==> src/pkg/cac_consts.svh <==
/*
 * Holds the numeric constants of the calendar and alarm counter: register
 * indices, field positions, reset values and bus response codes.
 * Assumes it is included by its bare name wherever a number is needed.
 */
// Function
// - weekday register keeps a one-hot day in bits 6..0, bit 7 reads zero
// - each day advance rotates the weekday bit left, 40h wraps to 01h
// - date, month and year hold packed BCD, tens high, units low
// - date wraps to 01 after 31 or 30 depending on month
// - February in a normal year wraps after 28
// - February in a leap year wraps after 29
// - every year value divisible by four, 00 included, is leap
// - month steps January through December then back to January
// - year counts 00 to 99 then wraps to 00
// - alarm compares minute, hour and weekday or date with running time
// - alarm match sets the alarm flag and pulls the interrupt pin low
// - target select one compares date, zero compares one-hot weekday
// - alarm interrupt enable gates the pin; cleared keeps it released
// - external 24-hour counter wrap from 23 to 00 advances the day
`ifndef CAC_CONSTS_SVH
`define CAC_CONSTS_SVH

// ****************************************************************
// register indices, byte address is four times the index
// ****************************************************************
`define CAC_IDX_WEEKDAY 6'h03
`define CAC_IDX_DATE 6'h04
`define CAC_IDX_MONTH 6'h05
`define CAC_IDX_YEAR 6'h06
`define CAC_IDX_MIN_ALARM 6'h08
`define CAC_IDX_HOUR_ALARM 6'h09
`define CAC_IDX_WD_ALARM 6'h0A
`define CAC_IDX_CTRL 6'h10
`define CAC_IDX_STATUS 6'h11
`define CAC_IDX_MASK 6'h12

// ****************************************************************
// field positions and masks
// ****************************************************************
`define CAC_ALARM_FIELD_ENABLE_BIT 7
`define CAC_CTRL_TARGET_SELECT_BIT 0
`define CAC_CTRL_INT_ENABLE_BIT 1
`define CAC_ST_ALARM_BIT 0
`define CAC_ST_DAY_BIT 1
`define CAC_WEEKDAY_MASK 8'h7F
`define CAC_DATE_MASK 8'h3F
`define CAC_MONTH_MASK 8'h1F
`define CAC_CTRL_MASK 8'h03
`define CAC_STATUS_MASK 8'h03

// ****************************************************************
// calendar figures in BCD
// ****************************************************************
`define CAC_WEEKDAY_FIRST 8'h01
`define CAC_WEEKDAY_LAST 8'h40
`define CAC_DATE_FIRST 8'h01
`define CAC_DATE_LONG 8'h31
`define CAC_DATE_SHORT 8'h30
`define CAC_DATE_FEB_NORMAL 8'h28
`define CAC_DATE_FEB_LEAP 8'h29
`define CAC_MONTH_FIRST 8'h01
`define CAC_MONTH_FEB 8'h02
`define CAC_MONTH_APR 8'h04
`define CAC_MONTH_JUN 8'h06
`define CAC_MONTH_SEP 8'h09
`define CAC_MONTH_NOV 8'h11
`define CAC_MONTH_LAST 8'h12
`define CAC_YEAR_FIRST 8'h00
`define CAC_YEAR_LAST 8'h99

// ****************************************************************
// reset values
// ****************************************************************
`define CAC_RST_WEEKDAY 8'h01
`define CAC_RST_DATE 8'h01
`define CAC_RST_MONTH 8'h01
`define CAC_RST_YEAR 8'h00
`define CAC_RST_ALARM 8'h80
`define CAC_RST_CTRL 8'h00
`define CAC_RST_MASK 8'h00

// ****************************************************************
// AXI4-Lite responses
// ****************************************************************
`define CAC_RESP_OKAY 2'h0
`define CAC_RESP_SLVERR 2'h2

`endif

==> src/pkg/cac_pkg.sv <==
/*
 * Types shared by the calendar and alarm counter modules.
 * Assumes the constants header is available for numeric values.
 */
package cac_pkg;

  // packed BCD byte, tens in the upper nibble
  typedef logic [7:0] cac_bcd_t;

  // write channel sequence, Gray coded
  typedef enum logic [1:0] {
    CAC_WR_COLLECT = 2'b00,
    CAC_WR_RESP = 2'b01
  } cac_wr_state_t;

endpackage

==> src/pkg/cac_alarm_if.sv <==
/*
 * Carries the running time and alarm settings from the calendar top to the
 * alarm comparator, and the match event back.
 * Assumes both ends run on the same clock.
 */
`timescale 1ns/1ps
interface cac_alarm_if;
  import cac_pkg::*;
  cac_bcd_t minute;
  cac_bcd_t hour;
  cac_bcd_t weekday;
  cac_bcd_t date;
  cac_bcd_t minAlarm;
  cac_bcd_t hourAlarm;
  cac_bcd_t wdAlarm;
  logic targetSelect;
  logic matchRise;

  modport cal (
    output minute, hour, weekday, date, minAlarm, hourAlarm, wdAlarm, targetSelect,
    input matchRise
  );
  modport alm (
    input minute, hour, weekday, date, minAlarm, hourAlarm, wdAlarm, targetSelect,
    output matchRise
  );
endinterface

==> src/rtl/cac_alarm.sv <==
/*
 * Alarm comparator: matches minute, hour and weekday or date against the
 * alarm settings and reports the start of a match as a one-cycle pulse.
 * Assumes the time values are stable BCD from the same clock domain.
 */
`timescale 1ns/1ps
`include "cac_consts.svh"
module cac_alarm
  import cac_pkg::*;
(
  input wire logic mclk,
  input wire logic rst,
  cac_alarm_if.alm alm
);

  logic minOk;
  logic hourOk;
  logic dayOk;
  logic matchNow;
  logic matchLast;

  // a field whose enable bit is set always agrees
  assign minOk = alm.minAlarm[`CAC_ALARM_FIELD_ENABLE_BIT] || (alm.minAlarm[6:0] == alm.minute[6:0]);
  assign hourOk = alm.hourAlarm[`CAC_ALARM_FIELD_ENABLE_BIT] || (alm.hourAlarm[5:0] == alm.hour[5:0]);

  // date compare or any weekday bit in common
  always_comb begin
    if (alm.wdAlarm[`CAC_ALARM_FIELD_ENABLE_BIT]) begin
      dayOk = 1'b1;
    end else if (alm.targetSelect) begin
      dayOk = (alm.wdAlarm[5:0] == alm.date[5:0]);
    end else begin
      dayOk = |(alm.wdAlarm[6:0] & alm.weekday[6:0]);
    end
  end

  assign matchNow = minOk && hourOk && dayOk;

  // only the start of a match counts, so a cleared flag stays clear for the rest of that minute
  always_ff @(posedge mclk) begin
    if (rst) begin
      matchLast <= 1'b1;
    end else begin
      matchLast <= matchNow;
    end
  end

  assign alm.matchRise = matchNow && !matchLast;

endmodule // cac_alarm

==> src/rtl/cac_calendar.sv <==
/*
 * Calendar and alarm counter: weekday, date, month and year counters,
 * alarm registers, status with interrupt, all behind an AXI4-Lite slave.
 * Assumes dayCarry pulses for one cycle when the external 24-hour counter
 * wraps from 23 to 00, and that curMinute and curHour are BCD on mclk.
 */
// Chosen here: the AXI4-Lite slave port.
`timescale 1ns/1ps
`include "cac_consts.svh"
module cac_calendar
  import cac_pkg::*;
#(
  parameter int ADDR_W = 8
) (
  input wire logic mclk,
  input wire logic rst,
  input wire logic [ADDR_W-1:0] awaddr,
  input wire logic awvalid,
  output logic awready,
  input wire logic [31:0] wdata,
  input wire logic [3:0] wstrb,
  input wire logic wvalid,
  output logic wready,
  output logic [1:0] bresp,
  output logic bvalid,
  input wire logic bready,
  input wire logic [ADDR_W-1:0] araddr,
  input wire logic arvalid,
  output logic arready,
  output logic [31:0] rdata,
  output logic [1:0] rresp,
  output logic rvalid,
  input wire logic rready,
  input wire logic dayCarry,
  input wire logic [7:0] curMinute,
  input wire logic [7:0] curHour,
  output logic irq,
  output logic alarmIntN
);

  // ****************************************************************
  // declarations
  // ****************************************************************
  cac_wr_state_t wrState;
  logic awHeld;
  logic wHeld;
  logic [ADDR_W-1:0] wrAddr;
  logic [7:0] wrData;
  logic wrLane;
  logic wrFire;
  logic [5:0] wrIdx;
  logic [5:0] rdIdx;
  logic wrHit;
  logic rdHit;
  logic [7:0] rdByte;
  cac_bcd_t weekday;
  cac_bcd_t date;
  cac_bcd_t month;
  cac_bcd_t year;
  cac_bcd_t minAlarm;
  cac_bcd_t hourAlarm;
  cac_bcd_t wdAlarm;
  logic [7:0] ctrl;
  logic [7:0] status;
  logic [7:0] mask;
  logic [7:0] statusSet;
  logic [7:0] statusClr;
  logic leapYear;
  cac_bcd_t dateLast;
  logic dateWrap;
  logic monthWrap;
  logic [1:0] next_bresp;
  cac_alarm_if alarmBus ();

  // ****************************************************************
  // helpers
  // ****************************************************************

  // packed BCD increment, units carry into tens
  function automatic cac_bcd_t bcdInc(input cac_bcd_t v);
    cac_bcd_t r;
    r = v;
    if (v[3:0] == 4'h9) begin
      r = {v[7:4] + 4'h1, 4'h0};
    end else begin
      r = {v[7:4], v[3:0] + 4'h1};
    end
    return r;
  endfunction

  // ****************************************************************
  // write channel
  // ****************************************************************

  // address and data are taken in either order and held until both are in
  assign awready = !awHeld && (wrState == CAC_WR_COLLECT);
  assign wready = !wHeld && (wrState == CAC_WR_COLLECT);
  assign wrFire = awHeld && wHeld && (wrState == CAC_WR_COLLECT);
  assign wrIdx = wrAddr[7:2];
  assign bvalid = (wrState == CAC_WR_RESP);

  always_ff @(posedge mclk) begin
    if (rst) begin
      awHeld <= 1'b0;
      wrAddr <= '0;
    end else if (awvalid && awready) begin
      awHeld <= 1'b1;
      wrAddr <= awaddr;
    end else if (wrFire) begin
      awHeld <= 1'b0;
    end
  end

  always_ff @(posedge mclk) begin
    if (rst) begin
      wHeld <= 1'b0;
      wrData <= 8'h00;
      wrLane <= 1'b0;
    end else if (wvalid && wready) begin
      wHeld <= 1'b1;
      wrData <= wdata[7:0];
      wrLane <= wstrb[0];
    end else if (wrFire) begin
      wHeld <= 1'b0;
    end
  end

  // unmapped addresses answer with a slave error and store nothing
  always_comb begin
    if (wrIdx == `CAC_IDX_WEEKDAY || wrIdx == `CAC_IDX_DATE) begin
      wrHit = 1'b1;
    end else if (wrIdx == `CAC_IDX_MONTH || wrIdx == `CAC_IDX_YEAR) begin
      wrHit = 1'b1;
    end else if (wrIdx == `CAC_IDX_MIN_ALARM || wrIdx == `CAC_IDX_HOUR_ALARM) begin
      wrHit = 1'b1;
    end else if (wrIdx == `CAC_IDX_WD_ALARM || wrIdx == `CAC_IDX_CTRL) begin
      wrHit = 1'b1;
    end else if (wrIdx == `CAC_IDX_STATUS || wrIdx == `CAC_IDX_MASK) begin
      wrHit = 1'b1;
    end else begin
      wrHit = 1'b0;
    end
    next_bresp = wrHit ? `CAC_RESP_OKAY : `CAC_RESP_SLVERR;
  end

  // response waits for bready before the next write is accepted
  always_ff @(posedge mclk) begin
    if (rst) begin
      wrState <= CAC_WR_COLLECT;
      bresp <= `CAC_RESP_OKAY;
    end else begin
      case (wrState)
        CAC_WR_COLLECT: begin
          if (wrFire) begin
            wrState <= CAC_WR_RESP;
            bresp <= next_bresp;
          end
        end
        CAC_WR_RESP: begin
          if (bready) begin
            wrState <= CAC_WR_COLLECT;
          end
        end
        default: begin
          wrState <= CAC_WR_COLLECT;
        end
      endcase
    end
  end

  // ****************************************************************
  // calendar counters
  // ****************************************************************

  // tens even: units 0,4,8; tens odd: units 2,6; 00 counts as leap
  assign leapYear = year[4] ? (year[3:0] == 4'h2 || year[3:0] == 4'h6)
                            : (year[3:0] == 4'h0 || year[3:0] == 4'h4 || year[3:0] == 4'h8);

  always_comb begin
    if (month == `CAC_MONTH_FEB) begin
      dateLast = leapYear ? `CAC_DATE_FEB_LEAP : `CAC_DATE_FEB_NORMAL;
    end else if (month == `CAC_MONTH_APR || month == `CAC_MONTH_JUN) begin
      dateLast = `CAC_DATE_SHORT;
    end else if (month == `CAC_MONTH_SEP || month == `CAC_MONTH_NOV) begin
      dateLast = `CAC_DATE_SHORT;
    end else begin
      dateLast = `CAC_DATE_LONG;
    end
  end

  // >= rather than == so a date written beyond month end still recovers
  assign dateWrap = (date >= dateLast);
  assign monthWrap = (month >= `CAC_MONTH_LAST);

  // a software write in the same cycle as a day advance wins for that register
  always_ff @(posedge mclk) begin
    if (rst) begin
      weekday <= `CAC_RST_WEEKDAY;
    end else if (wrFire && wrLane && wrIdx == `CAC_IDX_WEEKDAY) begin
      weekday <= wrData & `CAC_WEEKDAY_MASK;
    end else if (dayCarry) begin
      if (weekday[6:0] == `CAC_WEEKDAY_LAST) begin
        weekday <= `CAC_WEEKDAY_FIRST;
      end else begin
        weekday <= {1'b0, weekday[5:0], 1'b0};
      end
    end
  end

  always_ff @(posedge mclk) begin
    if (rst) begin
      date <= `CAC_RST_DATE;
    end else if (wrFire && wrLane && wrIdx == `CAC_IDX_DATE) begin
      date <= wrData & `CAC_DATE_MASK;
    end else if (dayCarry) begin
      date <= dateWrap ? `CAC_DATE_FIRST : bcdInc(date);
    end
  end

  always_ff @(posedge mclk) begin
    if (rst) begin
      month <= `CAC_RST_MONTH;
    end else if (wrFire && wrLane && wrIdx == `CAC_IDX_MONTH) begin
      month <= wrData & `CAC_MONTH_MASK;
    end else if (dayCarry && dateWrap) begin
      month <= monthWrap ? `CAC_MONTH_FIRST : bcdInc(month);
    end
  end

  always_ff @(posedge mclk) begin
    if (rst) begin
      year <= `CAC_RST_YEAR;
    end else if (wrFire && wrLane && wrIdx == `CAC_IDX_YEAR) begin
      year <= wrData;
    end else if (dayCarry && dateWrap && monthWrap) begin
      year <= (year >= `CAC_YEAR_LAST) ? `CAC_YEAR_FIRST : bcdInc(year);
    end
  end

  // ****************************************************************
  // alarm and control registers
  // ****************************************************************

  // alarm registers keep every bit, spare bits act as plain storage
  always_ff @(posedge mclk) begin
    if (rst) begin
      minAlarm <= `CAC_RST_ALARM;
      hourAlarm <= `CAC_RST_ALARM;
      wdAlarm <= `CAC_RST_ALARM;
    end else if (wrFire && wrLane) begin
      if (wrIdx == `CAC_IDX_MIN_ALARM) begin
        minAlarm <= wrData;
      end else if (wrIdx == `CAC_IDX_HOUR_ALARM) begin
        hourAlarm <= wrData;
      end else if (wrIdx == `CAC_IDX_WD_ALARM) begin
        wdAlarm <= wrData;
      end
    end
  end

  always_ff @(posedge mclk) begin
    if (rst) begin
      ctrl <= `CAC_RST_CTRL;
      mask <= `CAC_RST_MASK;
    end else if (wrFire && wrLane) begin
      if (wrIdx == `CAC_IDX_CTRL) begin
        ctrl <= wrData & `CAC_CTRL_MASK;
      end else if (wrIdx == `CAC_IDX_MASK) begin
        mask <= wrData & `CAC_STATUS_MASK;
      end
    end
  end

  // ****************************************************************
  // alarm comparator
  // ****************************************************************
  assign alarmBus.minute = curMinute;
  assign alarmBus.hour = curHour;
  assign alarmBus.weekday = weekday;
  assign alarmBus.date = date;
  assign alarmBus.minAlarm = minAlarm;
  assign alarmBus.hourAlarm = hourAlarm;
  assign alarmBus.wdAlarm = wdAlarm;
  assign alarmBus.targetSelect = ctrl[`CAC_CTRL_TARGET_SELECT_BIT];

  cac_alarm alarmUnit (
    .mclk(mclk),
    .rst(rst),
    .alm(alarmBus)
  );

  // ****************************************************************
  // status and interrupts
  // ****************************************************************

  // events set, write one clears, and a set in the clearing cycle wins
  always_comb begin
    statusSet = 8'h00;
    statusSet[`CAC_ST_ALARM_BIT] = alarmBus.matchRise;
    statusSet[`CAC_ST_DAY_BIT] = dayCarry;
    statusClr = 8'h00;
    if (wrFire && wrLane && wrIdx == `CAC_IDX_STATUS) begin
      statusClr = wrData & `CAC_STATUS_MASK;
    end
  end

  always_ff @(posedge mclk) begin
    if (rst) begin
      status <= 8'h00;
    end else begin
      status <= (status & ~statusClr) | statusSet;
    end
  end

  always_ff @(posedge mclk) begin
    if (rst) begin
      irq <= 1'b0;
      alarmIntN <= 1'b1;
    end else begin
      irq <= |(status & mask);
      alarmIntN <= !(status[`CAC_ST_ALARM_BIT] && ctrl[`CAC_CTRL_INT_ENABLE_BIT]);
    end
  end

  // ****************************************************************
  // read channel
  // ****************************************************************
  assign rdIdx = araddr[7:2];
  assign arready = !rvalid;

  // reserved bits are masked at store time except in the alarm registers, whose spare bits read back as written
  always_comb begin
    rdHit = 1'b1;
    if (rdIdx == `CAC_IDX_WEEKDAY) begin
      rdByte = weekday;
    end else if (rdIdx == `CAC_IDX_DATE) begin
      rdByte = date;
    end else if (rdIdx == `CAC_IDX_MONTH) begin
      rdByte = month;
    end else if (rdIdx == `CAC_IDX_YEAR) begin
      rdByte = year;
    end else if (rdIdx == `CAC_IDX_MIN_ALARM) begin
      rdByte = minAlarm;
    end else if (rdIdx == `CAC_IDX_HOUR_ALARM) begin
      rdByte = hourAlarm;
    end else if (rdIdx == `CAC_IDX_WD_ALARM) begin
      rdByte = wdAlarm;
    end else if (rdIdx == `CAC_IDX_CTRL) begin
      rdByte = ctrl;
    end else if (rdIdx == `CAC_IDX_STATUS) begin
      rdByte = status;
    end else if (rdIdx == `CAC_IDX_MASK) begin
      rdByte = mask;
    end else begin
      rdByte = 8'h00;
      rdHit = 1'b0;
    end
  end

  // one read at a time; data is held until rready
  always_ff @(posedge mclk) begin
    if (rst) begin
      rvalid <= 1'b0;
      rdata <= 32'h00000000;
      rresp <= `CAC_RESP_OKAY;
    end else if (arvalid && arready) begin
      rvalid <= 1'b1;
      rdata <= {24'h000000, rdByte};
      rresp <= rdHit ? `CAC_RESP_OKAY : `CAC_RESP_SLVERR;
    end else if (rvalid && rready) begin
      rvalid <= 1'b0;
    end
  end

endmodule // cac_calendar

==> config.mk <==
export PLATFORM = sky130hd
export DESIGN_NAME = cac_calendar
export DESIGN_NICKNAME = d
export VERILOG_FILES = /design/src/pkg/cac_pkg.sv /design/src/pkg/cac_alarm_if.sv /design/src/rtl/cac_alarm.sv /design/src/rtl/cac_calendar.sv
export VERILOG_INCLUDE_DIRS = /design/src /design/src/pkg
export SDC_FILE = /design/constraint.sdc
export NUM_CORES = 1
export LEC_CHECK = 0
export BUFFER_PORTS_ARGS = -buffer_cell sky130_fd_sc_hd__buf_2
export CAP_MARGIN = 10
export CORE_ASPECT_RATIO = 0.5
export CORE_UTILIZATION = 56
export DETAILED_ROUTE_END_ITERATION = 12
export GPL_TIMING_DRIVEN = 0
export HOLD_SLACK_MARGIN = 0.1
export PLACE_DENSITY = 0.81
export SYNTH_ARGS = -nofsm -noshare
export SYNTH_HDL_FRONTEND = slang
export SYNTH_SLANG_ARGS = --single-unit
==> constraint.sdc <==
create_clock -name mclk -period 3.6 [get_ports mclk]
set_clock_uncertainty 0.1 [all_clocks]
set_input_delay 0.72 -clock mclk [delete_from_list [all_inputs] [get_ports mclk]]
set_output_delay 0.72 -clock mclk [all_outputs]
set_load 0.05 [all_outputs]
Word level (Yosys, flattened, before mapping)
Index checks and enable logic that the tools add are counted.
{"block": "word_totals", "out_inout_bits": 43, "input_bits": 76, "regBits": 104, "word_cells": 209}
{"block": "classes", "mux": 58, "n_eq_ne": 39, "n_addsub": 6, "reduce_logical": 67, "magnitude_cmp": 3, "bitwise_logic": 8}
{"cell": "$mux W8", "n": 17}
{"cell": "$eq A6 B3 Y1 const B", "n": 6}
{"cell": "$eq A6 B4 Y1 const B", "n": 6}
{"cell": "$eq A6 B5 Y1 const B", "n": 6}
{"cell": "$mux W1", "n": 26}
{"cell": "$add A4 B1 Y4 const B", "n": 6}
{"cell": "$mux W7", "n": 3}
{"cell": "$logic_and A1 B1 Y1", "n": 20}
{"cell": "$reduce_and A2 Y1", "n": 9}
{"cell": "$reduce_bool A2 Y1", "n": 9}
{"cell": "$eq A4 B4 Y1 const B", "n": 4}
{"cell": "$eq A8 B3 Y1 const B", "n": 2}
{"cell": "$mux W5", "n": 3}
{"cell": "$eq A6 B2 Y1 const B", "n": 2}
{"cell": "$eq A6 B6 Y1", "n": 2}
{"cell": "$logic_or A1 B1 Y1", "n": 12}
{"cell": "$mux W2", "n": 6}
{"cell": "$mux W6", "n": 2}
{"cell": "$reduce_bool A3 Y1", "n": 3}
{"cell": "$and A8 B2 Y8", "n": 1}
{"cell": "$and A8 B8 Y8", "n": 1}
{"cell": "$eq A4 B3 Y1 const B", "n": 2}
{"cell": "$eq A8 B2 Y1 const B", "n": 1}
{"cell": "$eq A8 B4 Y1 const B", "n": 1}
{"cell": "23 further kinds", "n": 31}

Longest topological paths before layout
{"block": "depth", "ltp_word": 12, "mapped_depth": 13, "ltp_nobuf": 12}

Modules after synthesis
Synthesis repeated with hierarchy kept, for this count alone.
{"block": "unflattened", "cells_unflattened": 687, "hier_area_um2": 5596.6}
{"module": "cac_calendar", "area_per_inst_um2": 5290.1, "instances": 1, "seq_area_each_um2": 1841.8, "cells_each": 653}
{"module": "cac_alarm", "area_per_inst_um2": 306.5, "instances": 1, "seq_area_each_um2": 20.0, "cells_each": 34}

Worst setup path before layout
OpenSTA, ideal clock, no wires.
{"block": "synth_path", "kind": "register -> register", "start": "register month[1]", "end": "register year[4]", "arrival_time_ns": 2.723, "path_stages_with_launch": 14, "period_less_slack_ns": 2.946, "required_time_ns": 3.377, "n_path_buf": 2, "setup_time_ns": 0.123, "path_slack_ns": 0.654, "cell_sequence": "dfxtp_1 clkbuf_1 nor2_1 and3_1 clkbuf_1 nand2_1 o21ai_0 a22oi_1 ha_1 nor4b_2 o21a_1 a211oi_2 o22ai_1 mux2_1"}
{"block": "synth_via", "elab_chain_len": 10, "word_cells_on_any_way": 16, "cone_classes": "2 x order compare; 5 x eq/ne; 3 x mux; 6 x reduce/logical"}
{"item": "start: declaration", "line": "cac_calendar.sv:58", "source": "cac_bcd_t month;"}
{"item": "start signal: assignment", "line": "cac_calendar.sv:222", "source": "month <= `CAC_RST_MONTH;"}
{"item": "start signal: assignment", "line": "cac_calendar.sv:224", "source": "month <= wrData & `CAC_MONTH_MASK;"}
{"item": "start signal: assignment", "line": "cac_calendar.sv:226", "source": "month <= monthWrap ? `CAC_MONTH_FIRST : bcdInc(month);"}
{"item": "$eq A8 B4 Y1 (no source line) / $eq A8 B5 Y1 (equally long branches)"}
{"item": "$logic_or A1 B1 Y1 (no source line)"}
{"item": "$mux W1", "line": "cac_calendar.sv:184", "source": "end else if (month == `CAC_MONTH_SEP || month == `CAC_MONTH_NOV) begin"}
{"item": "$mux W1", "line": "cac_calendar.sv:182", "source": "end else if (month == `CAC_MONTH_APR || month == `CAC_MONTH_JUN) begin"}
{"item": "$mux W5", "line": "cac_calendar.sv:180", "source": "if (month == `CAC_MONTH_FEB) begin"}
{"item": "$ge A8 B6 Y1", "line": "cac_calendar.sv:192", "source": "assign dateWrap = (date >= dateLast);"}
{"item": "$logic_and A1 B1 Y1", "line": "cac_calendar.sv:235", "source": "end else if (dayCarry && dateWrap && monthWrap) begin"}
{"item": "$logic_and A1 B1 Y1 *", "line": "cac_calendar.sv:235"}
{"item": "$reduce_bool A2 Y1 (no source line) *"}
{"item": "$reduce_and A2 Y1 (no source line) *"}
{"item": "end signal: assignment", "line": "cac_calendar.sv:232", "source": "year <= `CAC_RST_YEAR;"}
{"item": "end signal: assignment", "line": "cac_calendar.sv:234", "source": "year <= wrData;"}
{"item": "end signal: assignment", "line": "cac_calendar.sv:236", "source": "year <= (year >= `CAC_YEAR_LAST) ? `CAC_YEAR_FIRST : bcdInc(year);"}
{"item": "end: declaration", "line": "cac_calendar.sv:59", "source": "cac_bcd_t year;"}
Mark *: on every way between the ends. The rest lies on a longest branch, timed or not.
A chain may end at the register's enable or synchronous reset.

Worst setup path in the final report
{"block": "layout_path", "start": "register month[0]", "end": "register year[4]"}
The elaborated chain is that of the path after synthesis.

==> metrics.md <==
| Metric | Value |
|---|---|
| Clock Path Buffers | `2` |
| Register area share after synthesis | `0.327` |
| Post-CTS resize count | `0` |
| Dpl cells | `930` |
| Req. time, crit path | `3.74 ns` |
| Arrival @ worst endpoint | `3.55 ns` |
| Die Y-Extent | `73.3 um` |
| Worst min path class | `reg2reg` |
| Max incr delay on CP | `0.40 ns` |
| Synth top area share | `0.327` |
| CTS Sinks | `93` |
| Fin crit share | `0.947` |
| Total of hold buffers inserted after clock tree synthesis | `0` |
| Path depth of the worst reg2reg path | `12` |
| Row count | `25` |
| Post-synth top flop | `dfxtp_1` |
| Setup tns final | `0 ns` |
| Proportion of layout cells with a drive suffix above 1 | `0.156` |
| Synth area leader | `dfxtp_1` |
| Total GRT Usage | `0.332` |
| Htree depth | `3` |
| Crit path kind | `reg2reg` |
| Distinct cells, synth | `79` |
| CP top delay family | `compound AO/OA/AOI/OAI gates` |
| Placed cell area | `6230 um2` |
| Worst-Skew Late Latency | `0.35 ns` |
| Hold Fails Final Rpt | `0` |
| Pleak | `2.67 nW` |
| Routed vias | `5771` |
| I/O Pins | `119` |
| Worst Path Max Fanout | `10` |
| Reg clk slew, reported paths | `0.07 ns` |
| Dpl hpwl | `12.7 mm` |
| Crit path buffers/inverters | `2` |
| Largest net degree at the start of global routing | `17` |
| DR vias/cell | `6.11` |
| Initial antenna violation count | `0` |
| Starting DRT DRC Count | `726` |
| Flops & latches, synth | `93` |
| Vias in the first global route | `4829` |
| Crit path capture type | `register` |
| Ant diodes | `0` |
| Final min period | `3.41 ns` |
| Port Buffers | `56` |
| CP most frequent cell | `clkbuf_1` |
| Residual DRC count | `0` |
| Transition time of the tightest slew-check pin | `0.768 ns` |
| Post-synth EDFFs | `0` |
| Worst VDD drop | `0.000253 V` |
| P per Cell Area | `370 nW/um2` |
| Count leader, synth | `dfxtp_1` |
| Asr flop ratio synth | `0` |
| Nets | `892` |
| Setup ws final | `0.189 ns` |
| First-pass GRT wire length | `26.2 mm` |
| Max-Cap Viols | `0` |
| Cell depth of the worst setup path | `12` |
| CP Cell Sequence | `clkbuf_1 -> and3_1 -> clkbuf_1 -> nand2_1 -> o21ai_0 -> a22oi_1 -> ha_1 -> nor4b_2 -> o21a_1 -> a211oi_2 -> o22ai_1 -> mux2_1` |
| CTS tree | `yes` |
| Area growth, synth to finish | `14.4%` |
| Highest clock rate | `293 MHz` |
| Grt total ovfl | `0` |
| Pre-antenna DRT Iters | `6` |
| Final Cell Area | `6510 um2` |
| Postcts setup bufs | `0` |
| Root Driver | `clkbuf_16` |
| Remaining antenna violation count | `0` |
| RSZ-0062 raised after global routing | `false` |
| Post-Syn Instances | `714` |
| Post-Layout Cell Count | `944` |
| Pre-CTS setup slack | `0.184 ns` |
| Worst hold stages | `1` |
| Max Slew Vio Count | `0` |
| Synth top cells by count | `dfxtp_1, nand2_1, nor2_1` |
| Die width | `145 um` |
| Yosys warns | `0` |
| Final setup viols | `0` |
| Status | `completed` |
| Slew headroom | `0.486` |
| Cell Area, Synth | `5690 um2` |
| GP Congestion | `1.04` |
| Initial core utilization | `0.589` |
| Routed WL per cell | `18.1 um` |
| Synth area leaders | `dfxtp_1, nand2_1, mux2i_1, a21oi_1, nand3_1` |
| Worst path slowest cell | `nor4b_2` |
| CP Launch Type | `register` |
| Routed WL | `17.1 mm` |
| Core area | `9670 um2` |
| Mapped Avg Cell Area | `7.97 um2` |
| DIE AREA | `10600 um2` |
| CTS buffer count | `9` |
-- through the flow --
step | utilization | power, mW | hold slack [ns]
6_report | 0.674 | 2.41 | 0.334
4_1_cts | 0.673 | 2.41 | 0.329
5_1_grt | 0.674 | 2.50 | 0.352
2_1_floorplan | - | 1.42 | 0.281
3_3_place_gp | 0.645 | 1.52 | 0.316
3_5_place_dp | 0.645 | 1.52 | 0.314
-- kinds of logic after synthesis --
| family | after synthesis | synth area share |
|---|---|---|
| AND/OR/NAND/NOR | 270 | 0.248 |
| AO/OA/AOI/OAI | 186 | 0.220 |
| flip-flops | 93 | 0.327 |
| other | 1 | 0.000659 |
| adder cells (fa/ha/maj) | 11 | 0.0242 |
| multiplexers | 31 | 0.0558 |
| XOR/XNOR | 25 | 0.0385 |
| buffers and inverters | 97 | 0.0853 |
-- per-layer routing --
layer | global-route usage | wire length [um]
met1 | 0.466 | 7480
met2 | 0.493 | 7110
met3 | 0.0932 | 2130
met4 | 0.108 | 376
met5 | 0 | 0
-- power breakdown --
part,total (mW),internal [mW],switching [mW]
sequential,1.10,1.06,0.0424
clock,0.900,0.471,0.428
combinational,0.405,0.127,0.278
total,2.41,1.66,0.749
-- area by class of cell --
class / instances / area (um2)
plain buffers: 79 / 418
clock buffers: 9 / 225
clock inverters: 6 / 48.8
fillers: 800 / 3150
inverters: 17 / 63.8
multi-input cells: 549 / 3440
flip-flops and latches: 93 / 1860
well taps: 135 / 169
repair buffers: 56 / 280
-- path summary, 6_finish.rpt --
check / from / to / slack (ns)
max: month[0] / year[4] / 0.19
min: ctrl[1] / alarmIntN / 0.33
max reg2reg: month[0] / year[4] / 0.19
min reg2reg: ctrl[1] / alarmIntN / 0.33
-- layout by cell type, fill, tap and decap left out, drive strengths merged, types with 5 or more instances in the layout --
cell type  Yosys  layout
buf           41      97
dfxtp         93      93
nand2         76      76
nor2          57      57
a21oi         54      54
nand3         48      48
clkbuf        39      47
o21ai         37      37
mux2i         28      28
conb           1      26
inv           17      19
xor2          15      15
nor2b         15      15
a31oi         14      14
a211oi        12      12
nand4         11      11
ha            11      11
a22oi         11      11
xnor2         10      10
nor4           9       9
o211ai         7       7
nor3           7       7
o22ai          6       6
nand2b         6       6
or4            6       6
and3           5       5
a22o           5       5
-- registers in the layout (all words and copies together), names as in the netlist, 2 cells and up --
signal and flops:
alarmBus.weekday 7, alarmBus.date 8, wrAddr 6, alarmBus.hourAlarm 8
ctrl 2, alarmBus.minAlarm 8, year 8, rdata 8
mask 2, alarmBus.wdAlarm 8, wrData 8, month 8
status 2
Power figures use the tool's default switching activity.
